[src/rtl/mip_pkg.sv]
// Package for the maskable interrupt priority block
// Assumes an APB master on the same clock as the block
package mip_pkg;
  localparam int NSRC = 15;
  localparam int SEL_W = 4;
  localparam int IDX_W = 4;
  // Source indices, highest fixed priority first
  localparam logic [3:0] SRC_EXT    = 4'h0;
  localparam logic [3:0] SRC_TICK   = 4'h1;
  localparam logic [3:0] SRC_CAP1   = 4'h2;
  localparam logic [3:0] SRC_CAP2   = 4'h3;
  localparam logic [3:0] SRC_CAP3   = 4'h4;
  localparam logic [3:0] SRC_CMP1   = 4'h5;
  localparam logic [3:0] SRC_CMP4   = 4'h8;
  localparam logic [3:0] SRC_SHARED = 4'h9;
  localparam logic [3:0] SRC_TWRAP  = 4'ha;
  localparam logic [3:0] SRC_AWRAP  = 4'hb;
  localparam logic [3:0] SRC_AEDGE  = 4'hc;
  localparam logic [3:0] SRC_SYNC   = 4'hd;
  localparam logic [3:0] SRC_ASYNC  = 4'he;
  localparam logic [3:0] NO_SRC     = 4'hf;
  // Register byte offsets
  localparam logic [7:0] OFS_FLAG   = 8'h00;
  localparam logic [7:0] OFS_MASK   = 8'h04;
  localparam logic [7:0] OFS_PROMO  = 8'h08;
  localparam logic [7:0] OFS_CTRL   = 8'h0c;
  localparam logic [7:0] OFS_STAT   = 8'h10;
  localparam logic [7:0] OFS_TICK   = 8'h14;
  localparam logic [7:0] OFS_CMP1   = 8'h18;
  localparam logic [7:0] OFS_CMP2   = 8'h1c;
  localparam logic [7:0] OFS_CMP3   = 8'h20;
  localparam logic [7:0] OFS_CMP4   = 8'h24;
  localparam logic [7:0] OFS_CMP5   = 8'h28;
  localparam logic [7:0] OFS_CNT    = 8'h2c;
  // Control register bits
  localparam int CTL_GDIS    = 0;
  localparam int CTL_SHMODE  = 1;
  localparam int CTL_CAPEDGE = 2;
  localparam int CTL_ACCEN   = 3;
  localparam logic [3:0] PROMO_RST = 4'h0;
  localparam logic [15:0] TICK_RST = 16'h0fff;
  localparam logic [15:0] CNT_MAX  = 16'hffff;
  localparam logic [7:0]  ACC_MAX  = 8'hff;
  localparam logic [3:0]  SYNC_EVT_W = 4'h3;
  localparam logic [3:0]  ASYNC_EVT_W = 4'h4;
endpackage : mip_pkg

[src/rtl/mip_top.sv]
// Maskable interrupt priority resolver with local timer sources
// Assumes APB master on CLK; pins asynchronous; serial units give one-cycle pulses
//
// Behaviour
// - Pending requests are served by fixed rank, not arrival order.
// - Exactly one source may be promoted above all others by software.
// - A non-maskable request outranks every maskable request, served at once.
// - Fifteen sources ranked ext pin, tick, captures, compares, shared, wraps, accumulator edge, serial.
// - External request recognised while its active-low pin is low.
// - Tick source requests at a programmable regular period.
// - Captures 1, 2, 3 request on chosen edge at port A pins 2, 1, 0.
// - Compares 1 to 4 request when free count equals their value.
// - Shared channel requests on pin 3 edge or compare match by mode.
// - Timer wrap requests when 16-bit count goes from max to zero.
// - Accumulator wrap requests when 8-bit count goes from max to zero.
// - Accumulator edge requests after an edge on port A pin 7.
// - Sync serial done, collision, or mode fault share one request.
// - Async serial four events merge into one request, cause readable.
// - Serve only when global disable clear and request is highest.
// - Promoted source chosen by a four-bit selection field.
// - After reset the external pin is highest maskable source.
// - Each source has a local enable bit, enabled when one.
// - Flags set on events regardless of mask.
// - Setting mask with flag already set recognises at once.
// - Recognised only while flag and mask both set.
// - Writing one clears a flag; zero leaves it; software cannot set.
// - Entering service sets global disable; return restores the saved bit.
`timescale 1ns/1ps
module mip_top #(
  parameter int CNT_W = 16,
  parameter int ACC_W = 8
) (
  input  wire logic        CLK,
  input  wire logic        RSTN,
  input  wire logic [31:0] PADDR,
  input  wire logic        PSEL,
  input  wire logic        PENABLE,
  input  wire logic        PWRITE,
  input  wire logic [31:0] PWDATA,
  output logic      [31:0] PRDATA,
  output logic             PREADY,
  output logic             PSLVERR,
  input  wire logic        EXT_REQ_N,
  input  wire logic        NMI_REQ_N,
  input  wire logic [7:0]  PORTA_IN,
  input  wire logic [2:0]  SYNC_EVT,
  input  wire logic [3:0]  ASYNC_EVT,
  input  wire logic        SVC_ENTER,
  input  wire logic        SVC_RETURN,
  output logic             IRQ_REQ,
  output logic [3:0]       IRQ_ID,
  output logic             NMI_REQ,
  output logic             GLOBAL_DIS
);
  localparam logic [CNT_W-1:0] CNT_TOP = CNT_W'(mip_pkg::CNT_MAX);
  localparam logic [ACC_W-1:0] ACC_TOP = ACC_W'(mip_pkg::ACC_MAX);

  typedef enum logic [1:0] {
    MIP_IDLE  = 2'b00,
    MIP_SETUP = 2'b01,
    MIP_RESP  = 2'b10
  } mip_bus_t;

  // Two-flop synchronisers; first stage read only by the second
  logic [9:0] sync1_q, sync2_q, prev_q;
  always_ff @(posedge CLK) begin
    if (!RSTN) begin
      // Port A pins idle low, request pins idle high: no false edge after reset
      sync1_q <= 10'h300;
      sync2_q <= 10'h300;
      prev_q  <= 10'h300;
    end else begin
      sync1_q <= {NMI_REQ_N, EXT_REQ_N, PORTA_IN};
      sync2_q <= sync1_q;
      prev_q  <= sync2_q;
    end
  end
  wire logic [7:0] pa_now  = sync2_q[7:0];
  wire logic [7:0] pa_prev = prev_q[7:0];

  // Software registers
  logic [14:0]      flag_q, mask_q, flag_d;
  logic [3:0]       promo_q;
  logic [3:0]       ctrl_q;
  logic [15:0]      tick_per_q;
  logic [CNT_W-1:0] cmp_q [5];
  logic [CNT_W-1:0] cnt_q;
  logic [ACC_W-1:0] acc_q;
  logic [15:0]      tick_q;
  logic [3:0]       async_cause_q;
  logic [2:0]       sync_cause_q;
  logic             gdis_q, gdis_saved_q;
  mip_bus_t         bus_q;
  logic [31:0]      prdata_q;
  logic             pready_q, pslverr_q;

  function automatic logic edge_hit(input logic now, input logic prv, input logic rising);
    edge_hit = rising ? (now & ~prv) : (~now & prv);
  endfunction

  // Write lands only on the edge where the master samples ready high
  wire logic wr_acc = PSEL & PENABLE & PWRITE & (bus_q == MIP_RESP);
  wire logic [7:0] wa = PADDR[7:0];

  // Free-running timer and periodic tick divider
  always_ff @(posedge CLK) begin
    if (!RSTN) begin
      cnt_q  <= '0;
      tick_q <= '0;
    end else begin
      cnt_q <= cnt_q + CNT_W'(1);
      tick_q <= (tick_q >= tick_per_q) ? 16'h0000 : tick_q + 16'h0001;
    end
  end

  // Pulse accumulator counts pin 7 edges when enabled
  wire logic pa7_edge = edge_hit(pa_now[7], pa_prev[7], ctrl_q[mip_pkg::CTL_CAPEDGE]);
  always_ff @(posedge CLK) begin
    if (!RSTN) acc_q <= '0;
    else if (ctrl_q[mip_pkg::CTL_ACCEN] && pa7_edge) acc_q <= acc_q + ACC_W'(1);
  end

  // Event vector, index = fixed rank
  logic [14:0] evt;
  always_comb begin
    evt = '0;
    evt[mip_pkg::SRC_EXT]  = ~sync2_q[8];
    evt[mip_pkg::SRC_TICK] = (tick_q == tick_per_q);
    for (int i = 0; i < 3; i++) begin
      evt[mip_pkg::SRC_CAP1 + i] = edge_hit(pa_now[2-i], pa_prev[2-i], ctrl_q[mip_pkg::CTL_CAPEDGE]);
    end
    for (int i = 0; i < 4; i++) begin
      evt[mip_pkg::SRC_CMP1 + i] = (cnt_q == cmp_q[i]);
    end
    evt[mip_pkg::SRC_SHARED] = ctrl_q[mip_pkg::CTL_SHMODE]
      ? edge_hit(pa_now[3], pa_prev[3], ctrl_q[mip_pkg::CTL_CAPEDGE]) : (cnt_q == cmp_q[4]);
    evt[mip_pkg::SRC_TWRAP] = (cnt_q == CNT_TOP);
    evt[mip_pkg::SRC_AWRAP] = ctrl_q[mip_pkg::CTL_ACCEN] && pa7_edge && (acc_q == ACC_TOP);
    evt[mip_pkg::SRC_AEDGE] = pa7_edge;
    evt[mip_pkg::SRC_SYNC]  = |SYNC_EVT;
    evt[mip_pkg::SRC_ASYNC] = |ASYNC_EVT;
  end

  // Flags: set wins over write-one clear
  always_comb begin
    flag_d = flag_q;
    if (wr_acc && wa == mip_pkg::OFS_FLAG) flag_d = flag_d & ~PWDATA[14:0];
    flag_d = flag_d | evt;
  end
  always_ff @(posedge CLK) begin
    if (!RSTN) flag_q <= '0;
    else flag_q <= flag_d;
  end

  // Cause bits for serial units, cleared by write one
  always_ff @(posedge CLK) begin
    if (!RSTN) begin
      sync_cause_q  <= '0;
      async_cause_q <= '0;
    end else begin
      async_cause_q <= ((wr_acc && wa == mip_pkg::OFS_STAT) ? async_cause_q & ~PWDATA[3:0] : async_cause_q)
                       | ASYNC_EVT;
      sync_cause_q  <= ((wr_acc && wa == mip_pkg::OFS_STAT) ? sync_cause_q & ~PWDATA[6:4] : sync_cause_q)
                       | SYNC_EVT;
    end
  end

  // Writable configuration
  always_ff @(posedge CLK) begin
    if (!RSTN) begin
      mask_q     <= '0;
      promo_q    <= mip_pkg::PROMO_RST;
      ctrl_q     <= '0;
      tick_per_q <= mip_pkg::TICK_RST;
      for (int i = 0; i < 5; i++) cmp_q[i] <= '0;
    end else if (wr_acc) begin
      if (wa == mip_pkg::OFS_MASK)  mask_q <= PWDATA[14:0];
      if (wa == mip_pkg::OFS_PROMO) promo_q <= PWDATA[3:0];
      if (wa == mip_pkg::OFS_CTRL)  ctrl_q <= {PWDATA[3:1], 1'b0};
      if (wa == mip_pkg::OFS_TICK)  tick_per_q <= PWDATA[15:0];
      for (int i = 0; i < 5; i++) begin
        if (wa == mip_pkg::OFS_CMP1 + 8'(4 * i)) cmp_q[i] <= PWDATA[CNT_W-1:0];
      end
    end
  end

  // Global disable with save/restore
  always_ff @(posedge CLK) begin
    if (!RSTN) begin
      gdis_q       <= 1'b1;
      gdis_saved_q <= 1'b1;
    end else if (SVC_ENTER) begin
      gdis_saved_q <= gdis_q;
      gdis_q       <= 1'b1;
    end else if (SVC_RETURN) begin
      gdis_q <= gdis_saved_q;
    end else if (wr_acc && wa == mip_pkg::OFS_CTRL) begin
      gdis_q <= PWDATA[mip_pkg::CTL_GDIS];
    end
  end

  // Priority resolve
  logic [14:0] recog;
  logic [3:0]  win;
  always_comb begin
    recog = flag_q & mask_q;
    win = mip_pkg::NO_SRC;
    for (int i = mip_pkg::NSRC - 1; i >= 0; i--) begin
      if (recog[i]) win = 4'(i);
    end
    if (promo_q < mip_pkg::NO_SRC && recog[promo_q]) win = promo_q;
  end

  always_ff @(posedge CLK) begin
    if (!RSTN) begin
      IRQ_REQ <= 1'b0;
      IRQ_ID  <= mip_pkg::NO_SRC;
      NMI_REQ <= 1'b0;
      GLOBAL_DIS <= 1'b1;
    end else begin
      NMI_REQ <= ~sync2_q[9];
      IRQ_REQ <= (win != mip_pkg::NO_SRC) && !gdis_q && sync2_q[9];
      IRQ_ID  <= win;
      GLOBAL_DIS <= gdis_q;
    end
  end

  // APB slave, one wait state
  always_ff @(posedge CLK) begin
    if (!RSTN) begin
      bus_q     <= MIP_IDLE;
      prdata_q  <= '0;
      pready_q  <= 1'b0;
      pslverr_q <= 1'b0;
    end else begin
      pready_q <= 1'b0;
      pslverr_q <= 1'b0;
      case (bus_q)
        MIP_IDLE: begin
          if (PSEL && !PENABLE) bus_q <= MIP_SETUP;
        end
        MIP_SETUP: begin
          bus_q    <= MIP_RESP;
          pready_q <= 1'b1;
          pslverr_q <= (wa > mip_pkg::OFS_CNT) || (wa[1:0] != 2'b00) || (PADDR[31:8] != 24'h000000);
          case (wa)
            mip_pkg::OFS_FLAG:  prdata_q <= {17'h0, flag_q};
            mip_pkg::OFS_MASK:  prdata_q <= {17'h0, mask_q};
            mip_pkg::OFS_PROMO: prdata_q <= {28'h0, promo_q};
            mip_pkg::OFS_CTRL:  prdata_q <= {28'h0, ctrl_q[3:1], gdis_q};
            mip_pkg::OFS_STAT:  prdata_q <= {20'h0, win, 1'b0, sync_cause_q, async_cause_q};
            mip_pkg::OFS_TICK:  prdata_q <= {16'h0, tick_per_q};
            mip_pkg::OFS_CNT:   prdata_q <= {16'h0, 16'(cnt_q)};
            default: begin
              prdata_q <= '0;
              for (int i = 0; i < 5; i++) begin
                if (wa == mip_pkg::OFS_CMP1 + 8'(4 * i)) prdata_q <= {16'h0, 16'(cmp_q[i])};
              end
            end
          endcase
        end
        MIP_RESP: bus_q <= MIP_IDLE;
        default:  bus_q <= MIP_IDLE;
      endcase
    end
  end
  assign PRDATA  = prdata_q;
  assign PREADY  = pready_q;
  assign PSLVERR = pslverr_q;

  // Checks
  // clear by one
  a_flag_clear: assert property (@(posedge CLK) disable iff (!RSTN)
    wr_acc && wa == mip_pkg::OFS_FLAG && PWDATA[0] && !evt[0] |=> !flag_q[0])
    else $error("flag not cleared");
  a_flag_set: assert property (@(posedge CLK) disable iff (!RSTN)
    evt[1] |=> flag_q[1])
    else $error("flag not set");
  a_gdis_gate: assert property (@(posedge CLK) disable iff (!RSTN)
    gdis_q |=> !IRQ_REQ)
    else $error("request while disabled");
  a_mask_gate: assert property (@(posedge CLK) disable iff (!RSTN)
    win != mip_pkg::NO_SRC |-> mask_q[win] && flag_q[win])
    else $error("unrecognised winner");
  a_fixed_rank: assert property (@(posedge CLK) disable iff (!RSTN)
    !recog[0] && !recog[1] && recog[2] && recog[3] && promo_q != 4'h3 |-> win == 4'h2)
    else $error("rank wrong");
  a_promo_win: assert property (@(posedge CLK) disable iff (!RSTN)
    promo_q < mip_pkg::NO_SRC && recog[promo_q] |-> win == promo_q)
    else $error("promotion ignored");
  a_nmi_first: assert property (@(posedge CLK) disable iff (!RSTN)
    NMI_REQ |-> !IRQ_REQ)
    else $error("maskable beside nmi");
  a_svc_enter: assert property (@(posedge CLK) disable iff (!RSTN)
    SVC_ENTER ##1 !SVC_ENTER && !SVC_RETURN && !wr_acc |-> ##1 GLOBAL_DIS)
    else $error("disable not set on entry");
  a_svc_return: assert property (@(posedge CLK) disable iff (!RSTN)
    SVC_RETURN && !SVC_ENTER |=> gdis_q == $past(gdis_saved_q))
    else $error("disable not restored");
  a_timer_wrap: assert property (@(posedge CLK) disable iff (!RSTN)
    cnt_q == CNT_TOP |=> cnt_q == '0 && flag_q[mip_pkg::SRC_TWRAP])
    else $error("wrap flag missing");
  a_ext_level: assert property (@(posedge CLK) disable iff (!RSTN)
    !sync2_q[8] |=> flag_q[mip_pkg::SRC_EXT])
    else $error("external request lost");
  a_tick_period: assert property (@(posedge CLK) disable iff (!RSTN)
    evt[mip_pkg::SRC_TICK] |=> tick_q == '0 && flag_q[mip_pkg::SRC_TICK])
    else $error("tick period wrong");
  a_cmp_match: assert property (@(posedge CLK) disable iff (!RSTN)
    cnt_q == cmp_q[0] |=> flag_q[mip_pkg::SRC_CMP1])
    else $error("compare flag missing");
  a_accum_wrap: assert property (@(posedge CLK) disable iff (!RSTN)
    evt[mip_pkg::SRC_AWRAP] |=> acc_q == '0 && flag_q[mip_pkg::SRC_AWRAP])
    else $error("accumulator wrap missing");
  a_accum_edge: assert property (@(posedge CLK) disable iff (!RSTN)
    pa7_edge |=> flag_q[mip_pkg::SRC_AEDGE])
    else $error("accumulator edge missing");
  a_sync_merge: assert property (@(posedge CLK) disable iff (!RSTN)
    SYNC_EVT != 3'h0 |=> flag_q[mip_pkg::SRC_SYNC])
    else $error("sync request missing");
  a_async_cause: assert property (@(posedge CLK) disable iff (!RSTN)
    ASYNC_EVT != 4'h0 |=> flag_q[mip_pkg::SRC_ASYNC] && (async_cause_q & $past(ASYNC_EVT)) == $past(ASYNC_EVT))
    else $error("async cause lost");
  a_reset_promo: assert property (@(posedge CLK)
    !RSTN |=> promo_q == mip_pkg::PROMO_RST && !IRQ_REQ && GLOBAL_DIS)
    else $error("reset state wrong");
  c_promoted: cover property (@(posedge CLK) promo_q != 4'h0 && win == promo_q);
  c_serve: cover property (@(posedge CLK) IRQ_REQ ##1 SVC_ENTER);
  c_nmi: cover property (@(posedge CLK) NMI_REQ);
  c_async_served: cover property (@(posedge CLK) IRQ_REQ && IRQ_ID == mip_pkg::SRC_ASYNC);
  c_accum_wrap: cover property (@(posedge CLK) evt[mip_pkg::SRC_AWRAP]);
endmodule // mip_top

[config.mk]
export PLATFORM = sky130hd
export DESIGN_NAME = mip_top
export DESIGN_NICKNAME = d
export VERILOG_FILES = /design/src/rtl/mip_pkg.sv /design/src/rtl/mip_top.sv
export SDC_FILE = /design/constraint.sdc
export NUM_CORES = 1
export LEC_CHECK = 0
export ABC_AREA = 1
export BUFFER_PORTS_ARGS = -buffer_cell sky130_fd_sc_hd__buf_2
export CAP_MARGIN = 15
export CORE_MARGIN = 3
export CORE_UTILIZATION = 40
export DETAILED_ROUTE_END_ITERATION = 16
export SYNTH_ARGS = -nofsm -noshare
export SYNTH_HDL_FRONTEND = slang
export SYNTH_SLANG_ARGS = --single-unit
[constraint.sdc]
create_clock -name CLK -period 6.65 [get_ports CLK]
set_input_delay 0 -clock CLK [delete_from_list [all_inputs] [get_ports CLK]]
set_output_delay 0 -clock CLK [all_outputs]
set_load 0.005 [all_outputs]
==> run metrics, run 1 <==
RSZ-0062 raised after global routing no; final setup TNS 0 ps; top post-synthesis cells by area dfxtp_1 (27%), edfxtp_1 (22%), nand2_1 (7.2%); f_max 0.3621 GHz; Worst Hold Class in2reg; Setup-failing EPs final 0; Hold Path Depth 6; Num CTS Buffers 25; CP endpoint kind flop; FF+latch area 5365 um2; top-area cell type share of the netlist area 27.33%; total gr overflow 0; Peak VDD IR 158.6 uV; clk buf depth 3; Tcrit/Tclk final 41.53%; # fillers 2503; CP Data Arrival Time 2990 ps; leakage 5.440 nW; Routed WL per cell 19.82 um; R2R cell count 4; Layout Nets 1513; met2 Track Usage GR 35.11%; area leader, netlist dfxtp_1; initial drt markers 879; first-pass GRT wire length 52740 um; r2r endpoint cmp_q[0][6]; #FFs+latches synth 228; Post-synth ARST share 0%; type of the worst setup path reg2reg; GR Layer Usage met3 5.869%; CP Launch Type flop; Worst EP required 6880 ps; Worst R2R Start bus_q[0]; Detail Route Antenna Nets 0; Die W 170.6 um; Gate Count Post-Synth 1284; Die H 170.6 um; Die ar. 29120 um2; Synth cell types 52; TritonRoute pass-1 iters 5; YS warnings 0; CP max FO 13; cell area after synthesis 10840 um2; area growth from synthesis to layout 18.69%; GRT Util Overall 23.51%; initial antenna violation count 2; PortBufs 93; most used routing layer met2; n_diodes 0; area of the multi-input gates 4549 um2; largest net degree at the start of global routing 52; met1 GRT Util 32.38%; Post-synth EDFFs 80; clk slew on worst S/H paths 60 ps; CTS tree built; setup repair bufs after CTS 0; # IOs 129; total routed wirelength 34880 um; status finished, final reports clean; Mapped Avg Cell Area 8.445 um2; residual DRC count 0; DP Wirelength 25200 um; H-tree depth 1; top-count cell post-synth nand2_1; Post-synth top cells nand2_1 (208), inv_1 (160), dfxtp_1 (148), nor2_1 (107), o21ai_0 (100); max cap viols 0; max-slew violation count 0; vias post-DR 9677; relative slew slack 30.44%; core area 26350 um2; hold path endpoint PRDATA[10]; gpl congestion 0.9280; Initial Util 41.14%; vias per inst 5.498; endpoints failing hold 0; root buf cell clkbuf_16; min Tclk post-route 2761 ps; CTS sink cnt 228; Rows 59; total power 3.230 mW; R2R setup slack 3890 ps; worst skew pair latency 530 ps; hold path startpoint PADDR[2]; Worst Max-Slew Pin Slew 1036 ps; pwr/cell area 250.9 nW/um2; vias in the first global route 9140; skew final 7.383 ps; layout cells sized above 1 12.35%; sequential fraction of the synthesis area 49.48%; prevailing post-synth register cell dfxtp_1
[per-layer routing]
layer	up-vias	share of wire, %
met4	4	4.6
met1	4490	43
met3	100	10
met5	-	0.075
li1	4602	-
met2	481	42
[power by group]
group / switching, mW / leakage (nW) / internal, mW
Combinational: 0.107 / 2.97 / 0.0696
Sequential: 0.0285 / 2.03 / 1.48
Clock: 0.579 / 0.442 / 0.969
Total: 0.715 / 5.44 / 2.51
[cell type report]
class                           instances  area share [%]
Clock buffer                           32           5.386
Clock inverter                         14           1.750
Inverter                              169           4.929
Multi-Input combinational cell        834           35.35
Sequential cell                       228           41.69
Tap cell                              335           3.257
Timing Repair Buffer                  148           7.641
[per-stage QoR]
| step | util [%] | hold WS (ps) | cell area (um2) | instances | worst slack [ps] |
|---|---|---|---|---|---|
| 3_3_place_gp | 43.75 | 179.5 | 11530 | 1672 | 3732 |
| 3_5_place_dp | 43.75 | 181.1 | 11530 | 1672 | 3764 |
| 4_1_cts | 48.83 | 124.7 | 12870 | 1760 | 3933 |
| 2_1_floorplan | - | 76.17 | 10900 | 1299 | 4262 |
| 5_1_grt | 48.83 | 162.6 | 12870 | 1760 | 3699 |
| 6_report | 48.83 | 146.7 | 12870 | 1760 | 3889 |
[sequential cells by signal, indices dropped and copies added, names as in the netlist, 5 cells and up]
name	flops
PRDATA	16
acc_q	8
cmp_q	80
cnt_q	16
flag_q	15
mask_q	15
prev_q	5
sync1_q	7
sync2_q	7
tick_per_q	16
tick_q	16
[cells by family (layout without fill, tap and decap cells)]
kind of cell | count (synthesis) | after routing | share of synthesized area, %
and+or+nand+nor | 452 | 452 | 18.71
AOI/OAI and AO/OA | 293 | 293 | 16.12
other | 1 | 16 | 0.03458
buffers and inverters | 237 | 363 | 9.105
xor gates and xnor gates | 54 | 54 | 4.362
DFF | 228 | 228 | 49.48
adders and majority gates | 19 | 19 | 2.192
[timing repair]
item,in CTS,in global routing
gates resized for setup,0,0
hold buffers,42,0
hold endpoints to repair,156,0
[worst max-delay path, stage by stage, from the launching register on]
cell and delay, ps:
dfxtp_1 310, inv_1 70, nand3_1 640, o21ai_1 1090
buf_4 340
[layout by cell type (no fill, tap or decap), types with 6 or more instances in the layout]
cell             n
a21oi_1         88
a221oi_1        24
a31oi_1         13
buf_2           93
buf_4           13
bufinv_16        6
clkbuf_16       26
conb_1          16
dfxtp_1        148
dlygate4sd3_1   42
edfxtp_1        80
ha_1            19
inv_1          160
inv_2            7
nand2_1        208
nand3_1         45
nand4_1         19
nor2_1         106
nor3_1          18
nor3b_1          9
nor4_1          18
o211ai_1        14
o21ai_0         95
o21ai_1          6
o22ai_1         21
or2_2            8
xnor2_1         33
xor2_1          21
[worst max-delay path by stage]
stage	start	to	slack [ps]	cells after the start
finish	bus_q[0]	cmp_q[0][6]	3890	4
global route	cnt_q[1]	flag_q[10]	3700	9
CTS	bus_q[0]	cmp_q[0][6]	3930	4
global placement	PADDR[6]	cmp_q[0][29]	3730	7
floorplan	PADDR[6]	cmp_q[0][16]	4260	6
detailed placement	PADDR[6]	cmp_q[0][29]	3760	7
No activity file was read; power rests on OpenSTA's default activity.
==> inputs of run 2 (changes only) <==
==> constraint.sdc (replaced) <==
create_clock -name CLK -period 2.7 [get_ports CLK]
set_input_delay 0 -clock CLK [delete_from_list [all_inputs] [get_ports CLK]]
set_output_delay 0 -clock CLK [all_outputs]
set_load 0.005 [all_outputs]
==> run metrics, run 2 (same netlist as run 1, synthesis figures left out) <==
Layout Nets 1537 (+1.6%); leakage 5.492 nW (+0.95%); Die H 170.6 um (unchanged); Sw Ratio 23.36% (+1.2 points); CP Launch Type flop; n_diodes 0 (unchanged); H-tree depth 1 (unchanged); endpoints failing hold 0 (unchanged); Detail Route Antenna Nets 0 (unchanged); CP endpoint kind flop; RSZ-0062 raised after global routing no; hold_buf cts 44 (+4.8%); worst skew pair latency 530 ps (about the same); Die W 170.6 um (unchanged); DP Wirelength 25330 um (+0.52%); CP Data Arrival Time 2900 ps (-90 ps); gpl congestion 0.9252 (-0.30%); Peak VDD IR 444.5 uV (+180%); internal power 5.673 mW (+130%); largest net degree at the start of global routing 41 (-21%); initial drt markers 984 (+12%); layout cells sized above 1 13.24% (+0.89 points); CTS sink cnt 228 (unchanged); area growth from synthesis to layout 19.06%; vias per inst 5.409 (-1.6%); commonest non-fill, non-tap cell in the layout nand2_1; Die ar. 29120 um2 (unchanged); most frequent cells in the layout nand2_1 (208), inv_1 (160), dfxtp_1 (148), nor2_1 (106), o21ai_0 (95); Clk pwr share 44.1% (-3.8 points); pwr/cell area 573.3 nW/um2 (+130%); Rows 59 (unchanged); final worst slack 213.8 ps (-3675 ps); Setup-failing EPs final 0 (unchanged); f_max 0.4022 GHz (+11%); Place WS 399.4 ps (-3365 ps); # IOs 129 (unchanged); Worst Max-Slew Pin Slew 756.7 ps (-279.8 ps); Worst Hold Class in2reg; TritonRoute pass-1 iters 5 (unchanged); CTS tree built; setup repair bufs after CTS 0 (unchanged); residual DRC count 0 (unchanged); relative slew slack 49.55% (+19 points); min Tclk post-route 2486 ps (-275.3 ps); max FFs per register 80 (unchanged); vias post-DR 9655 (-0.23%); GRT Util Overall 23.02% (-0.49 points); clk slew on worst S/H paths 60 ps (about the same); Gate power share 5.8% (+0.3 points); PortBufs 93 (unchanged); clk buf depth 3 (unchanged); total power 7.402 mW (+130%); post-CTS sizing 0 (unchanged); CP max FO 8 (-5); total gr overflow 0 (unchanged); P_sw 1.729 mW (+140%); core area 26350 um2 (unchanged); max cap viols 0 (unchanged); skew final 14.90 ps (+7.518 ps); sequential power share 50.1% (+3.5 points); Tcrit/Tclk final 92.08% (+51 points); first-pass GRT wire length 51560 um (-2.2%); total routed wirelength 34340 um (-1.6%); max-slew violation count 0 (unchanged); # fillers 2510 (+0.28%); root buf cell clkbuf_16; Initial Util 41.14% (unchanged); type of the worst setup path reg2reg; initial antenna violation count 0 (-2); hold_ws 110.7 ps (-36.06 ps); Num CTS Buffers 26 (+4.0%); Biggest register cmp_q; status finished, final reports clean; Routed WL per cell 19.24 um (-2.9%); Worst EP required 3110 ps (-3770 ps); vias in the first global route 8968 (-1.9%); final setup TNS 0 ps (unchanged)
## run 2: routing by layer
layer	track usage [%]	part of all wire, %
met5	0.8361	0.082
met4	6.667	2.9
met1	32.64	44
met3	3.697	8.5
met2	36.41	45
## run 2: path summary, 6_finish.rpt
check	start	end	slack, ps	cells after the start
min	PADDR[2]	PRDATA[10]	110	6
max reg2reg	bus_q[0]	flag_q[14]	210	7
min reg2reg	sync1_q[2]	sync2_q[2]	410	2
max	bus_q[0]	flag_q[14]	210	7
## run 2: power by group through the flow
stage          logic (mW)  registers, mW  clock network, mW
3_5_place_dp        0.372           3.78                  0
6_report            0.427           3.71               3.27
5_1_grt             0.470           3.72               3.44
2_1_floorplan       0.228           3.75                  0
4_1_cts             0.422           3.71               3.31
3_3_place_gp        0.371           3.78                  0
## run 2: through the flow
step                instance area [um2]  std cells  util (%)
finish                            12910       1785     48.99
detailed placement                11690       1693     44.35
global placement                  11690       1693     44.35
global route                      12910       1785     48.99
CTS                               12910       1785     48.99
floorplan                         10900       1299         -
## run 2: critical path, stage by stage (launching register included)
cell and delay, ps:
dfxtp_1 310, inv_1 80, nand3_1 320, nor2_2 430, nand2_1 140, a2111oi_0 370
a21oi_1 120, dlygate4sd3_1 590
## run 2: cell type report
cell class	instances	area (um2)	area share [%]
flip-flops and latches	228	5365	41.56
multi-input cells	834	4549	35.24
repair buffers	171	1161	8.994
clock buffers	39	724.4	5.612
inverters	169	634.4	4.914
well taps	335	419.2	3.247
clock inverters	9	56.30	0.4361
